==> src/hdl/bec_map.vh <==
// register offsets, field positions and reset values of the block transfer engine
`ifndef BEC_MAP_VH
`define BEC_MAP_VH

// register byte offsets within the register space (host address bit 16 low)
`define BEC_OFF_CONTROL     16'h8000
`define BEC_OFF_STATUS      16'h8004
`define BEC_OFF_COMMAND     16'h8008
`define BEC_OFF_SRC_START   16'h800c
`define BEC_OFF_DST_START   16'h8010
`define BEC_OFF_LINE_PITCH  16'h8014
`define BEC_OFF_WIDTH       16'h8018
`define BEC_OFF_HEIGHT      16'h801c
`define BEC_OFF_BACK_COLOUR 16'h8020
`define BEC_OFF_FORE_COLOUR 16'h8024

// control fields
`define BEC_CTL_ENABLE      0
`define BEC_CTL_SRC_LINEAR  16
`define BEC_CTL_DST_LINEAR  17
`define BEC_CTL_FMT16       18

// status fields
`define BEC_STA_BUSY        0
`define BEC_STA_FULL        4
`define BEC_STA_HALF        5
`define BEC_STA_NOT_EMPTY   6
`define BEC_STA_FREE_LSB    16
`define BEC_STA_USED_LSB    24

// command fields
`define BEC_CMD_OP_LSB      0
`define BEC_CMD_ROP_LSB     16

// operation codes
`define BEC_OP_WRITE        4'h0
`define BEC_OP_READ         4'h1
`define BEC_OP_MOVE_POS     4'h2
`define BEC_OP_MOVE_NEG     4'h3
`define BEC_OP_TWRITE       4'h4
`define BEC_OP_TMOVE        4'h5
`define BEC_OP_PAT          4'h6
`define BEC_OP_TPAT         4'h7
`define BEC_OP_EXP          4'h8
`define BEC_OP_TEXP         4'h9
`define BEC_OP_MEXP         4'ha
`define BEC_OP_TMEXP        4'hb
`define BEC_OP_SOLID        4'hc

// reset values
`define BEC_RST_ZERO32      32'h0000_0000
`define BEC_RST_COLOUR      16'h0000

// data fifo geometry and thresholds
`define BEC_FIFO_DEPTH      5'h10
`define BEC_FIFO_HALF       5'h07
`define BEC_FIFO_FULLMARK   5'h0f
`define BEC_READ_RESUME     5'h0e

`endif

==> src/hdl/bec_blit_engine.v <==
// block transfer engine: host registers, data fifo and pixel sequencer
// Behaviour
// - colour format bit selects 8 bpp when 0, 16 bpp when 1
// - destination linear when bit set, else rectangle stepped by line pitch
// - source linear when bit set, else rectangle stepped by line pitch
// - writing enable 1 starts; host never writes 0 while busy
// - used-entries field reports fifo occupancy
// - free-entries field reports empty entries, zero means full
// - not-empty flag set when fifo holds at least one word
// - full, half, not-empty flags follow the occupancy table
// - half flag set at seven words or more, just under half occupancy
// - full flag set when fifo has at most one free entry
// - busy set while operation runs, cleared on completion
// - read op pauses when fifo fills, resumes below 14 words
// - four-bit raster code combines source or pattern with destination
// - four-bit operation field selects the operation, others reserved
// - 21-bit source start; cpu-sourced data uses only bit 0
// - pattern fill splits source address by colour format
// - destination start from 21-bit register
// - 11-bit line pitch used only in rectangular addressing
// - width in pixels is field plus one
// - height in lines is field plus one
// - background colour gives expansion background and transparency key
// - foreground colour gives expansion and solid fill colour
`timescale 1ns/1ps
`include "bec_map.vh"

module bec_blit_engine (
	// clock and reset
	input  wire        mclk_i,
	input  wire        rst_b_i,
	// host register and data port
	input  wire        host_sel_i,
	input  wire        host_we_i,
	input  wire [16:0] host_addr_i,
	input  wire [31:0] host_wdata_i,
	output wire        host_wait_o,
	output reg  [31:0] host_rdata_o,
	output reg         host_rvalid_o,
	// display memory port
	output wire        mem_req_o,
	output reg         mem_we_o,
	output reg         mem_wide_o,
	output reg  [20:0] mem_addr_o,
	output reg  [15:0] mem_wdata_o,
	input  wire [15:0] mem_rdata_i,
	input  wire        mem_ack_i
);

	localparam [2:0] ST_IDLE  = 3'd0;
	localparam [2:0] ST_FETCH = 3'd1;
	localparam [2:0] ST_SRD   = 3'd2;
	localparam [2:0] ST_DRD   = 3'd3;
	localparam [2:0] ST_WR    = 3'd4;
	localparam [2:0] ST_STEP  = 3'd5;
	localparam [2:0] ST_PUSH  = 3'd6;

	// configuration
	reg        fmt16_q;
	reg        dlin_q;
	reg        slin_q;
	reg  [3:0] rop_q;
	reg  [3:0] op_q;
	reg  [20:0] src_q;
	reg  [20:0] dst_q;
	reg  [10:0] pitch_q;
	reg  [9:0] wid_q;
	reg  [9:0] hgt_q;
	reg  [15:0] bg_q;
	reg  [15:0] fg_q;

	// sequencer
	reg  [2:0] st_q;
	reg  [9:0] x_q;
	reg  [9:0] y_q;
	reg  [20:0] sline_q;
	reg  [20:0] dline_q;
	reg  [15:0] spix_q;
	reg  [31:0] cw_q;
	reg  [8:0] wi_q;
	reg        cw_ok_q;
	reg  [31:0] rdw_q;
	reg  [1:0] rdb_q;
	reg        pause_q;
	reg        req_q;

	// fifo
	reg  [31:0] fifo_mem [0:15];
	reg  [3:0] wp_q;
	reg  [3:0] rp_q;
	reg  [4:0] cnt_q;

	wire busy = (st_q != ST_IDLE);
	wire rd_op = (op_q == `BEC_OP_READ);
	wire fifo_full = (cnt_q == `BEC_FIFO_DEPTH);
	wire fifo_empty = (cnt_q == 5'h00);

	// host side decode
	wire dport = host_addr_i[16];
	assign host_wait_o = host_sel_i && dport &&
		(host_we_i ? fifo_full : (fifo_empty && !(busy && !rd_op)));
	wire acc = host_sel_i && !host_wait_o;
	wire reg_wr = acc && host_we_i && !dport;
	wire [15:0] ra = host_addr_i[15:0];
	// data pushed during a read op would corrupt the result stream, so drop it
	wire host_push = acc && host_we_i && dport && !(busy && rd_op);
	// the engine owns the read pointer while it consumes cpu data
	wire host_pop = acc && !host_we_i && dport && !(busy && !rd_op) && !fifo_empty;

	// per-pixel address arithmetic
	wire [1:0] bpb = fmt16_q ? 2'd2 : 2'd1;
	wire [20:0] xoff = fmt16_q ? {10'h000, x_q, 1'b0} : {11'h000, x_q};
	wire neg = (op_q == `BEC_OP_MOVE_NEG);
	wire [20:0] dpix_addr = neg ? dline_q - xoff : dline_q + xoff;
	wire [20:0] spix_addr = neg ? sline_q - xoff : sline_q + xoff;
	wire [20:0] row_bytes = fmt16_q ? {10'h000, wid_q, 1'b0} + 21'd2 : {11'h000, wid_q} + 21'd1;
	wire [20:0] pitch_bytes = {9'h000, pitch_q, 1'b0};
	// pattern is an 8x8 tile; line and pixel offsets wrap inside it
	wire [2:0] pline8 = src_q[5:3] + y_q[2:0];
	wire [2:0] ppix8 = src_q[2:0] + x_q[2:0];
	wire [2:0] pline16 = src_q[6:4] + y_q[2:0];
	wire [2:0] ppix16 = src_q[3:1] + x_q[2:0];
	wire [20:0] pat_addr = fmt16_q ? {src_q[20:7], pline16, ppix16, src_q[0]}
		: {src_q[20:6], pline8, ppix8};

	// expansion bit index: start bit from low raster code bits
	wire [10:0] xn = {1'b0, x_q} + {8'h00, 3'd7 - rop_q[2:0]};
	wire [2:0] ebit = 3'd7 - xn[2:0];
	// cpu stream byte index; only bit 0 of source start is honoured
	wire [10:0] xb = (fmt16_q ? {x_q, 1'b0} : {1'b0, x_q}) + {10'h000, src_q[0]};
	wire is_exp = (op_q == `BEC_OP_EXP) || (op_q == `BEC_OP_TEXP);
	wire is_mexp = (op_q == `BEC_OP_MEXP) || (op_q == `BEC_OP_TMEXP);
	wire is_cpu = (op_q == `BEC_OP_WRITE) || (op_q == `BEC_OP_TWRITE) || is_exp;
	wire is_pat = (op_q == `BEC_OP_PAT) || (op_q == `BEC_OP_TPAT);
	wire is_solid = (op_q == `BEC_OP_SOLID);
	wire [8:0] need_wi = is_exp ? {3'b000, xn[10:5]} : xb[10:2];
	wire [1:0] cbyte = is_exp ? xn[4:3] : xb[1:0];
	wire [31:0] cur_w = (cw_ok_q && wi_q == need_wi) ? cw_q : fifo_mem[rp_q];
	wire [7:0] cb = cur_w[cbyte * 8 +: 8];
	wire [15:0] ch = cbyte[1] ? cur_w[31:16] : cur_w[15:0];
	wire [15:0] cpix = fmt16_q ? ch : {8'h00, cb};
	wire cw_hit = cw_ok_q && (wi_q == need_wi);
	wire cw_avail = cw_hit || !fifo_empty;
	wire eng_pop = (st_q == ST_FETCH) && is_cpu && !cw_hit && !fifo_empty;

	// operation classes
	wire needs_dst = (op_q == `BEC_OP_WRITE) || (op_q == `BEC_OP_MOVE_POS) || neg ||
		(op_q == `BEC_OP_PAT);
	wire transp = (op_q == `BEC_OP_TWRITE) || (op_q == `BEC_OP_TMOVE) ||
		(op_q == `BEC_OP_TPAT);
	wire reserved_op = (op_q > `BEC_OP_SOLID);
	wire [15:0] key = fmt16_q ? bg_q : {8'h00, bg_q[7:0]};
	wire [15:0] fgc = fmt16_q ? fg_q : {8'h00, fg_q[7:0]};
	wire last_x = (x_q == wid_q);
	wire last_px = last_x && (y_q == hgt_q);

	// bitwise raster combine: result bit = rop[{s,d}]
	function [15:0] rop_fn;
		input [3:0] r;
		input [15:0] s;
		input [15:0] d;
		integer k;
		begin
			for (k = 0; k < 16; k = k + 1) begin
				rop_fn[k] = r[{s[k], d[k]}];
			end
		end
	endfunction

	wire [15:0] rop_out = rop_fn(rop_q, spix_q, mem_rdata_i);
	wire [15:0] rop_w = fmt16_q ? rop_out : {8'h00, rop_out[7:0]};
	wire eng_push = (st_q == ST_PUSH) && !pause_q && !fifo_full;

	assign mem_req_o = req_q;

	// status word
	wire [4:0] free_cnt = `BEC_FIFO_DEPTH - cnt_q;
	wire f_full = (cnt_q >= `BEC_FIFO_FULLMARK);
	wire f_half = (cnt_q >= `BEC_FIFO_HALF);
	wire f_ne = !fifo_empty;
	wire [31:0] status_w = {3'b000, cnt_q, 3'b000, free_cnt, 9'h000, f_ne, f_half, f_full,
		3'b000, busy};

	reg [31:0] rd_mux;
	always @* begin
		rd_mux = 32'h0000_0000;
		case (ra)
			`BEC_OFF_CONTROL:     rd_mux = {13'h0000, fmt16_q, dlin_q, slin_q, 16'h0000};
			`BEC_OFF_STATUS:      rd_mux = status_w;
			`BEC_OFF_COMMAND:     rd_mux = {12'h000, rop_q, 12'h000, op_q};
			`BEC_OFF_SRC_START:   rd_mux = {11'h000, src_q};
			`BEC_OFF_DST_START:   rd_mux = {11'h000, dst_q};
			`BEC_OFF_LINE_PITCH:  rd_mux = {21'h000000, pitch_q};
			`BEC_OFF_WIDTH:       rd_mux = {22'h000000, wid_q};
			`BEC_OFF_HEIGHT:      rd_mux = {22'h000000, hgt_q};
			`BEC_OFF_BACK_COLOUR: rd_mux = {16'h0000, bg_q};
			`BEC_OFF_FORE_COLOUR: rd_mux = {16'h0000, fg_q};
			default:              rd_mux = 32'h0000_0000;
		endcase
	end

	// host read answer, one cycle after acceptance
	always @(posedge mclk_i or negedge rst_b_i) begin
		if (!rst_b_i) begin
			host_rdata_o  <= `BEC_RST_ZERO32;
			host_rvalid_o <= 1'b0;
		end else begin
			host_rvalid_o <= acc && !host_we_i;
			if (acc && !host_we_i) begin
				host_rdata_o <= dport ? fifo_mem[rp_q] : rd_mux;
			end
		end
	end

	// configuration registers; the enable bit itself is never stored
	always @(posedge mclk_i or negedge rst_b_i) begin
		if (!rst_b_i) begin
			fmt16_q <= 1'b0;
			dlin_q  <= 1'b0;
			slin_q  <= 1'b0;
			rop_q   <= 4'h0;
			op_q    <= 4'h0;
			src_q   <= 21'h000000;
			dst_q   <= 21'h000000;
			pitch_q <= 11'h000;
			wid_q   <= 10'h000;
			hgt_q   <= 10'h000;
			bg_q    <= `BEC_RST_COLOUR;
			fg_q    <= `BEC_RST_COLOUR;
		end else if (reg_wr) begin
			case (ra)
				`BEC_OFF_CONTROL: begin
					fmt16_q <= host_wdata_i[`BEC_CTL_FMT16];
					dlin_q  <= host_wdata_i[`BEC_CTL_DST_LINEAR];
					slin_q  <= host_wdata_i[`BEC_CTL_SRC_LINEAR];
				end
				`BEC_OFF_COMMAND: begin
					rop_q <= host_wdata_i[`BEC_CMD_ROP_LSB +: 4];
					op_q  <= host_wdata_i[`BEC_CMD_OP_LSB +: 4];
				end
				`BEC_OFF_SRC_START:   src_q   <= host_wdata_i[20:0];
				`BEC_OFF_DST_START:   dst_q   <= host_wdata_i[20:0];
				`BEC_OFF_LINE_PITCH:  pitch_q <= host_wdata_i[10:0];
				`BEC_OFF_WIDTH:       wid_q   <= host_wdata_i[9:0];
				`BEC_OFF_HEIGHT:      hgt_q   <= host_wdata_i[9:0];
				`BEC_OFF_BACK_COLOUR: bg_q    <= host_wdata_i[15:0];
				`BEC_OFF_FORE_COLOUR: fg_q    <= host_wdata_i[15:0];
				default: ;
			endcase
		end
	end

	wire start = reg_wr && (ra == `BEC_OFF_CONTROL) && host_wdata_i[`BEC_CTL_ENABLE] &&
		!busy;

	// data fifo, shared by both directions
	wire do_push = host_push || eng_push;
	wire do_pop = host_pop || eng_pop;
	wire [31:0] push_data = host_push ? host_wdata_i : rdw_q;
	always @(posedge mclk_i) begin
		if (do_push) begin
			fifo_mem[wp_q] <= push_data;
		end
	end

	always @(posedge mclk_i or negedge rst_b_i) begin
		if (!rst_b_i) begin
			wp_q    <= 4'h0;
			rp_q    <= 4'h0;
			cnt_q   <= 5'h00;
			pause_q <= 1'b0;
		end else begin
			if (do_push) begin
				wp_q <= wp_q + 4'h1;
			end
			if (do_pop) begin
				rp_q <= rp_q + 4'h1;
			end
			if (start) begin
				// a new operation starts from an empty queue
				wp_q  <= 4'h0;
				rp_q  <= 4'h0;
				cnt_q <= 5'h00;
			end else if (do_push && !do_pop) begin
				cnt_q <= cnt_q + 5'h01;
			end else if (do_pop && !do_push) begin
				cnt_q <= cnt_q - 5'h01;
			end
			if (fifo_full) begin
				pause_q <= 1'b1;
			end else if (cnt_q < `BEC_READ_RESUME) begin
				pause_q <= 1'b0;
			end
		end
	end

	// pixel sequencer
	always @(posedge mclk_i or negedge rst_b_i) begin
		if (!rst_b_i) begin
			st_q        <= ST_IDLE;
			x_q         <= 10'h000;
			y_q         <= 10'h000;
			sline_q     <= 21'h000000;
			dline_q     <= 21'h000000;
			spix_q      <= 16'h0000;
			cw_q        <= 32'h0000_0000;
			wi_q        <= 9'h000;
			cw_ok_q     <= 1'b0;
			rdw_q       <= 32'h0000_0000;
			rdb_q       <= 2'b00;
			req_q       <= 1'b0;
			mem_we_o    <= 1'b0;
			mem_wide_o  <= 1'b0;
			mem_addr_o  <= 21'h000000;
			mem_wdata_o <= 16'h0000;
		end else begin
			case (st_q)
				ST_IDLE: begin
					if (start) begin
						x_q     <= 10'h000;
						y_q     <= 10'h000;
						sline_q <= src_q;
						dline_q <= dst_q;
						cw_ok_q <= 1'b0;
						rdb_q   <= 2'b00;
						rdw_q   <= 32'h0000_0000;
						// format is stored by this same write, so take it from the bus
						mem_wide_o <= host_wdata_i[`BEC_CTL_FMT16];
						st_q    <= reserved_op ? ST_IDLE : ST_FETCH;
					end
				end
				ST_FETCH: begin
					if (is_cpu) begin
						if (cw_avail) begin
							if (!cw_hit) begin
								cw_q    <= fifo_mem[rp_q];
								cw_ok_q <= 1'b1;
								wi_q    <= cw_ok_q ? wi_q + 9'h001 : 9'h000;
							end
							if (is_exp) begin
								spix_q <= cb[ebit] ? fgc : key;
								if (!cb[ebit] && op_q == `BEC_OP_TEXP) begin
									st_q <= ST_STEP;
								end else begin
									st_q <= ST_WR;
								end
							end else begin
								spix_q <= cpix;
								if (op_q == `BEC_OP_TWRITE && cpix == key) begin
									st_q <= ST_STEP;
								end else begin
									st_q <= needs_dst ? ST_DRD : ST_WR;
								end
							end
						end
					end else if (is_solid) begin
						spix_q <= fgc;
						st_q   <= ST_WR;
					end else begin
						req_q    <= 1'b1;
						mem_we_o <= 1'b0;
						if (is_pat) begin
							mem_addr_o <= pat_addr;
						end else if (is_mexp) begin
							mem_addr_o <= sline_q + {13'h0000, xn[10:3]};
						end else begin
							mem_addr_o <= spix_addr;
						end
						mem_wide_o <= is_mexp ? 1'b0 : fmt16_q;
						st_q <= ST_SRD;
					end
				end
				ST_SRD: begin
					if (mem_ack_i) begin
						req_q      <= 1'b0;
						mem_wide_o <= fmt16_q;
						if (rd_op) begin
							if (fmt16_q) begin
								rdw_q[rdb_q[1] * 16 +: 16] <= mem_rdata_i;
							end else begin
								rdw_q[rdb_q * 8 +: 8] <= mem_rdata_i[7:0];
							end
							rdb_q <= rdb_q + bpb;
							if (last_px || (rdb_q + bpb) == 2'b00) begin
								st_q <= ST_PUSH;
							end else begin
								st_q <= ST_STEP;
							end
						end else if (is_mexp) begin
							spix_q <= mem_rdata_i[ebit] ? fgc : key;
							if (!mem_rdata_i[ebit] && op_q == `BEC_OP_TMEXP) begin
								st_q <= ST_STEP;
							end else begin
								st_q <= ST_WR;
							end
						end else begin
							spix_q <= fmt16_q ? mem_rdata_i : {8'h00, mem_rdata_i[7:0]};
							if (transp && (fmt16_q ? mem_rdata_i : {8'h00, mem_rdata_i[7:0]})
								== key) begin
								st_q <= ST_STEP;
							end else begin
								st_q <= needs_dst ? ST_DRD : ST_WR;
							end
						end
					end
				end
				ST_DRD: begin
					if (!req_q) begin
						req_q      <= 1'b1;
						mem_we_o   <= 1'b0;
						mem_addr_o <= dpix_addr;
					end else if (mem_ack_i) begin
						req_q    <= 1'b0;
						spix_q   <= rop_w;
						st_q     <= ST_WR;
					end
				end
				ST_WR: begin
					if (!req_q) begin
						req_q       <= 1'b1;
						mem_we_o    <= 1'b1;
						mem_addr_o  <= dpix_addr;
						mem_wdata_o <= spix_q;
					end else if (mem_ack_i) begin
						req_q    <= 1'b0;
						mem_we_o <= 1'b0;
						st_q     <= ST_STEP;
					end
				end
				ST_PUSH: begin
					if (eng_push) begin
						rdw_q <= 32'h0000_0000;
						rdb_q <= 2'b00;
						st_q  <= ST_STEP;
					end
				end
				ST_STEP: begin
					if (last_px) begin
						st_q <= ST_IDLE;
					end else if (last_x) begin
						x_q     <= 10'h000;
						y_q     <= y_q + 10'h001;
						cw_ok_q <= 1'b0;
						if (neg) begin
							sline_q <= sline_q - (slin_q ? row_bytes : pitch_bytes);
							dline_q <= dline_q - (dlin_q ? row_bytes : pitch_bytes);
						end else begin
							sline_q <= sline_q + (slin_q ? row_bytes : pitch_bytes);
							dline_q <= dline_q + (dlin_q ? row_bytes : pitch_bytes);
						end
						st_q <= ST_FETCH;
					end else begin
						x_q  <= x_q + 10'h001;
						st_q <= ST_FETCH;
					end
				end
				default: st_q <= ST_IDLE;
			endcase
		end
	end

endmodule

==> config.mk <==
export PLATFORM = sky130hd
export DESIGN_NAME = bec_blit_engine
export DESIGN_NICKNAME = d
export VERILOG_FILES = /design/src/hdl/bec_blit_engine.v
export VERILOG_INCLUDE_DIRS = /design/src /design/src/hdl
export SDC_FILE = /design/constraint.sdc
export NUM_CORES = 2
export LEC_CHECK = 0
export ABC_AREA = 1
export BUFFER_PORTS_ARGS = -buffer_cell sky130_fd_sc_hd__buf_2
export CAP_MARGIN = 10
export CORE_MARGIN = 10
export CORE_UTILIZATION = 36
export DETAILED_ROUTE_END_ITERATION = 6
export HOLD_SLACK_MARGIN = 0.08
export PLACE_DENSITY = 0.55
export SLEW_MARGIN = 20
export SYNTH_ARGS = -nofsm -noshare
export SYNTH_HDL_FRONTEND = slang
export SYNTH_SLANG_ARGS = --single-unit
==> constraint.sdc <==
create_clock -name mclk_i -period 11.2 [get_ports mclk_i]
set_clock_uncertainty 0.2 [all_clocks]
set_input_delay 2.8 -clock mclk_i [delete_from_list [all_inputs] [get_ports mclk_i]]
set_output_delay 2.8 -clock mclk_i [all_outputs]
set_load 0.01 [all_outputs]
==> run metrics <==
status=finished clean; GRT Overall Usage=23.3%; Slew Limit Fails=0; CTS Hold Bufs=0; CP Max Fanout=49; Synthesized Nets=between 5,000 and 6,000; Worst Path Arrival=slightly above 8 ns; Synth Area in Compound Gates=between 15 and 20%; RSZ-0062 raised after global routing=false; kind of end point of the critical path=flip-flop; CP Launch Point=host_addr_i[13]; Worst EP required=between 10 and 15 ns; Sink Count=872; post-synth top area share=around a third; min cycle time layout=roughly 7.8 ns; nets@finish=roughly 5,300; die area=between 0.1 and 0.15 mm²; Worst Hold Class=reg -> reg; post-synth top area cell=edfxtp_1; Max Cap Violations=0; fraction of the mapped netlist area in adder cells=between 3 and 4%; CTS tree=yes; drt total wl=171 mm; DR DRC count=0; layout cell share with drive strength beyond 1=9.90%; combinational power share=47.7%; count of cell types in the netlist=65; Leakage=roughly 21 nW; CP Class=in -> reg; relative slew slack=between 20% and 30%; GR Overflow Total=0; drt pass-1 iters=7; worst reg2reg path depth=25; Peak VDD IR=~0.00015 V; met3 WL post-DR=16.9 mm; sw power=6.69 mW; Layout area overhead=12.5%; global-route wire length before repair=approximately 250 mm; endpoints failing hold=0; top_reg_cell synth=edfxtp_1; met2 WL post-DR=approximately 72 mm; Reg power frac=30.2%; FP Rows=between 100 and 150; FILL cells=between 10,000 and 15,000; startpoint types=input port; Synth Area in Simple Gates=around 18%; IO buf count=approximately 140; highest metal used=met5; count leader, synth=nand2_1; Tcrit/Tclk final=a little over two thirds; number of global-route vias before repair=36,206; synthesized area per cell=9.05 µm²; P per Cell Area=roughly 280 mW/mm²; Setup Fix Bufs, Post-CTS=0; Iteration-0 DRC Markers=between 4,000 and 5,000; pin count of the biggest net entering global routing=156; reg-to-reg endpoint=cnt_q[4]$_DFFE_PN0P_; Synth top cells by count=994 x nand2_1, 586 x o21ai_0, 512 x edfxtp_1; Max Clk Rate=approximately 0.13 GHz; Placeable Area=between 0.1 and 0.15 mm²; Post-Synth XOR/XNOR Area=roughly 2.3%; final setup fails=0; crit path to=dline_q[7]$_DFFE_PN0P_; Yosys reg bits=872; initial core utilization=between 30% and 40%; synth top area cells=edfxtp_1 33%, dfrtp_1 20%, nand2_1 8.1%, o21ai_0 6.4%, nor2_1 3.6%; pre-CTS setup slack=3.00 ns; CTS Buffer Depth=3; Clock Latency Late Sink=0.72 ns; # H-tree levels=3; mapped cell area=0.0460 mm²; Die Wd=about 380 µm; clock buffer count from CTS=just under 100; Routed Antenna Nets=0; Seq/Total Area, Yosys=a little over half; reg2reg start=fmt16_q$_DFFE_PN0P_; EDFF count, synth=a little over 500; Post-synth ARST share=41.3%; drt wl/cell=roughly 25 µm; CTS Root Cell=clkbuf_16; worst-margin pin slew=1.15 ns; Via density=between 5 and 6; mux share of post-synthesis cell area=0.534%; met1 wire length=between 70 and 80 mm; yosys warns=0; Via Count=39,063; Setup TNS=0 ns; Mapped Cells=5,079; initial antenna violation count=26; internal cell power=roughly 7.9 mW; dpl hpwl=approximately 120 mm; Top Ports=between 100 and 150; post-cts resize count=0; GP Congestion=1.00; Final WS setup=3.41 ns; height of the die=377 µm; Worst-path clk slew=0.06 ns; largest family of logic cells by synthesized area=simple AND/OR/NAND/NOR gates; sw frac=45.9%; R2R setup slack=a little over 4 ns; Clk pwr share=roughly 22%
[area by class of cell]
cell class,instances,area (µm²),area share [%]
clock buffers,133,2650,5.13
multi-input cells,3528,19100,36.9
inverters,428,1610,3.12
clock inverters,46,507,0.980
well taps,1662,2080,4.02
repair buffers,223,1360,2.63
flip-flops and latches,872,24400,47.2
diodes,2,5.00,0.00968
[power by group through the flow]
| stage | Combinational, mW | Sequential [mW] | Clock [mW] |
|---|---|---|---|
| detailed placement | 6.84 | 4.47 | 0 |
| CTS | 6.88 | 4.41 | 3.25 |
| global placement | 6.79 | 4.46 | 0 |
| finish | 6.97 | 4.41 | 3.21 |
| global route | 7.66 | 4.46 | 3.39 |
| floorplan | 4.58 | 4.36 | 0 |
[registers in the layout (all words and copies together), names as in the netlist, 9 cells and up]
name and flops:
x_q 10, spix_q 16, wi_q 9, mem_addr_o 21, bg_q 16, wid_q 10, y_q 10, hgt_q 10
rdw_q 32, dline_q 21, src_q 21, cw_q 32, pitch_q 11, fifo_mem 512, sline_q 21, fg_q 16
host_rdata_o 32, mem_wdata_o 16, dst_q 21
[through the flow]
step / total power [mW] / utilization, % / std cells / cell area [µm²] / hold WS, ns
final: 14.6 / 40.6 / 6894 / 51700 / 0.282
after global routing: 15.5 / 40.6 / 6892 / 51700 / 0.311
after CTS: 14.5 / 40.6 / 6891 / 51600 / 0.284
after detailed placement: 11.3 / 38.1 / 6712 / 48500 / 0.269
after global placement: 11.2 / 38.1 / 6712 / 48500 / 0.259
after floorplan: 8.94 / - / 5079 / 46000 / 0.246
[cell usage in the layout (no fill, tap or decap), drive strengths merged, types with 6 or more instances in the layout]
master,count
o21ai,601
nand3,296
a221oi,61
dfrtp,360
ha,113
o311ai,9
bufinv,6
clkinv,40
nor4,16
a21oi,335
xor2,80
o21bai,6
nand4,64
o221ai,36
edfxtp,512
nor3,62
a31oi,60
o22ai,85
inv,423
a22oi,33
o211ai,26
mux2,20
buf,223
fa,10
xnor2,39
nand2,1031
or2,8
clkbuf,133
o31ai,23
a2bb2oi,11
a22o,6
a2111oi,6
nor2,454
[routing by layer]
layer  vias to the layer above  track usage [%]
met2                      1698             34.0
met4                        36             6.48
met1                     19067             33.4
met3                       297             6.50
met5                         -            0.640
li1                      17965                -
[cells by family after synthesis]
kind of cell	Yosys count
simple gates	1933
compound gates	1331
flops	872
buf+inv	679
fa+ha+maj	123
xor+xnor	119
mux	22
[how the worst min path moves through the flow]
stage | end | cells after the start | from | slack (ns)
3_5_place_dp | rdw_q[12]$_DFFE_PN0P_ | 2 | rdw_q[12]$_DFFE_PN0P_ | 0.27
2_1_floorplan | rdw_q[24]$_DFFE_PN0P_ | 2 | rdw_q[24]$_DFFE_PN0P_ | 0.25
6_report | rdw_q[8]$_DFFE_PN0P_ | 2 | rdw_q[8]$_DFFE_PN0P_ | 0.28
5_1_grt | rdw_q[28]$_DFFE_PN0P_ | 2 | rdw_q[28]$_DFFE_PN0P_ | 0.31
3_3_place_gp | mem_addr_o[0]$_DFFE_PN0P_ | 2 | mem_addr_o[0]$_DFFE_PN0P_ | 0.26
4_1_cts | rdw_q[12]$_DFFE_PN0P_ | 2 | rdw_q[12]$_DFFE_PN0P_ | 0.28
[worst max-delay path, cell delays in order]
cell and delay (ns):
buf_2 0.10, nor4_1 0.29, nand4_1 0.66, inv_1 0.62
nand3_1 0.28, nor2_4 0.31, inv_2 0.07, nor3_4 0.45
inv_2 0.45, nand2_1 0.29, inv_2 0.12, nor2_4 0.17
buf_4 0.53, nand2_1 0.27, clkinv_1 0.45, nand2_1 0.10
o221a_2 0.14
(Power assumes the default switching activity.)
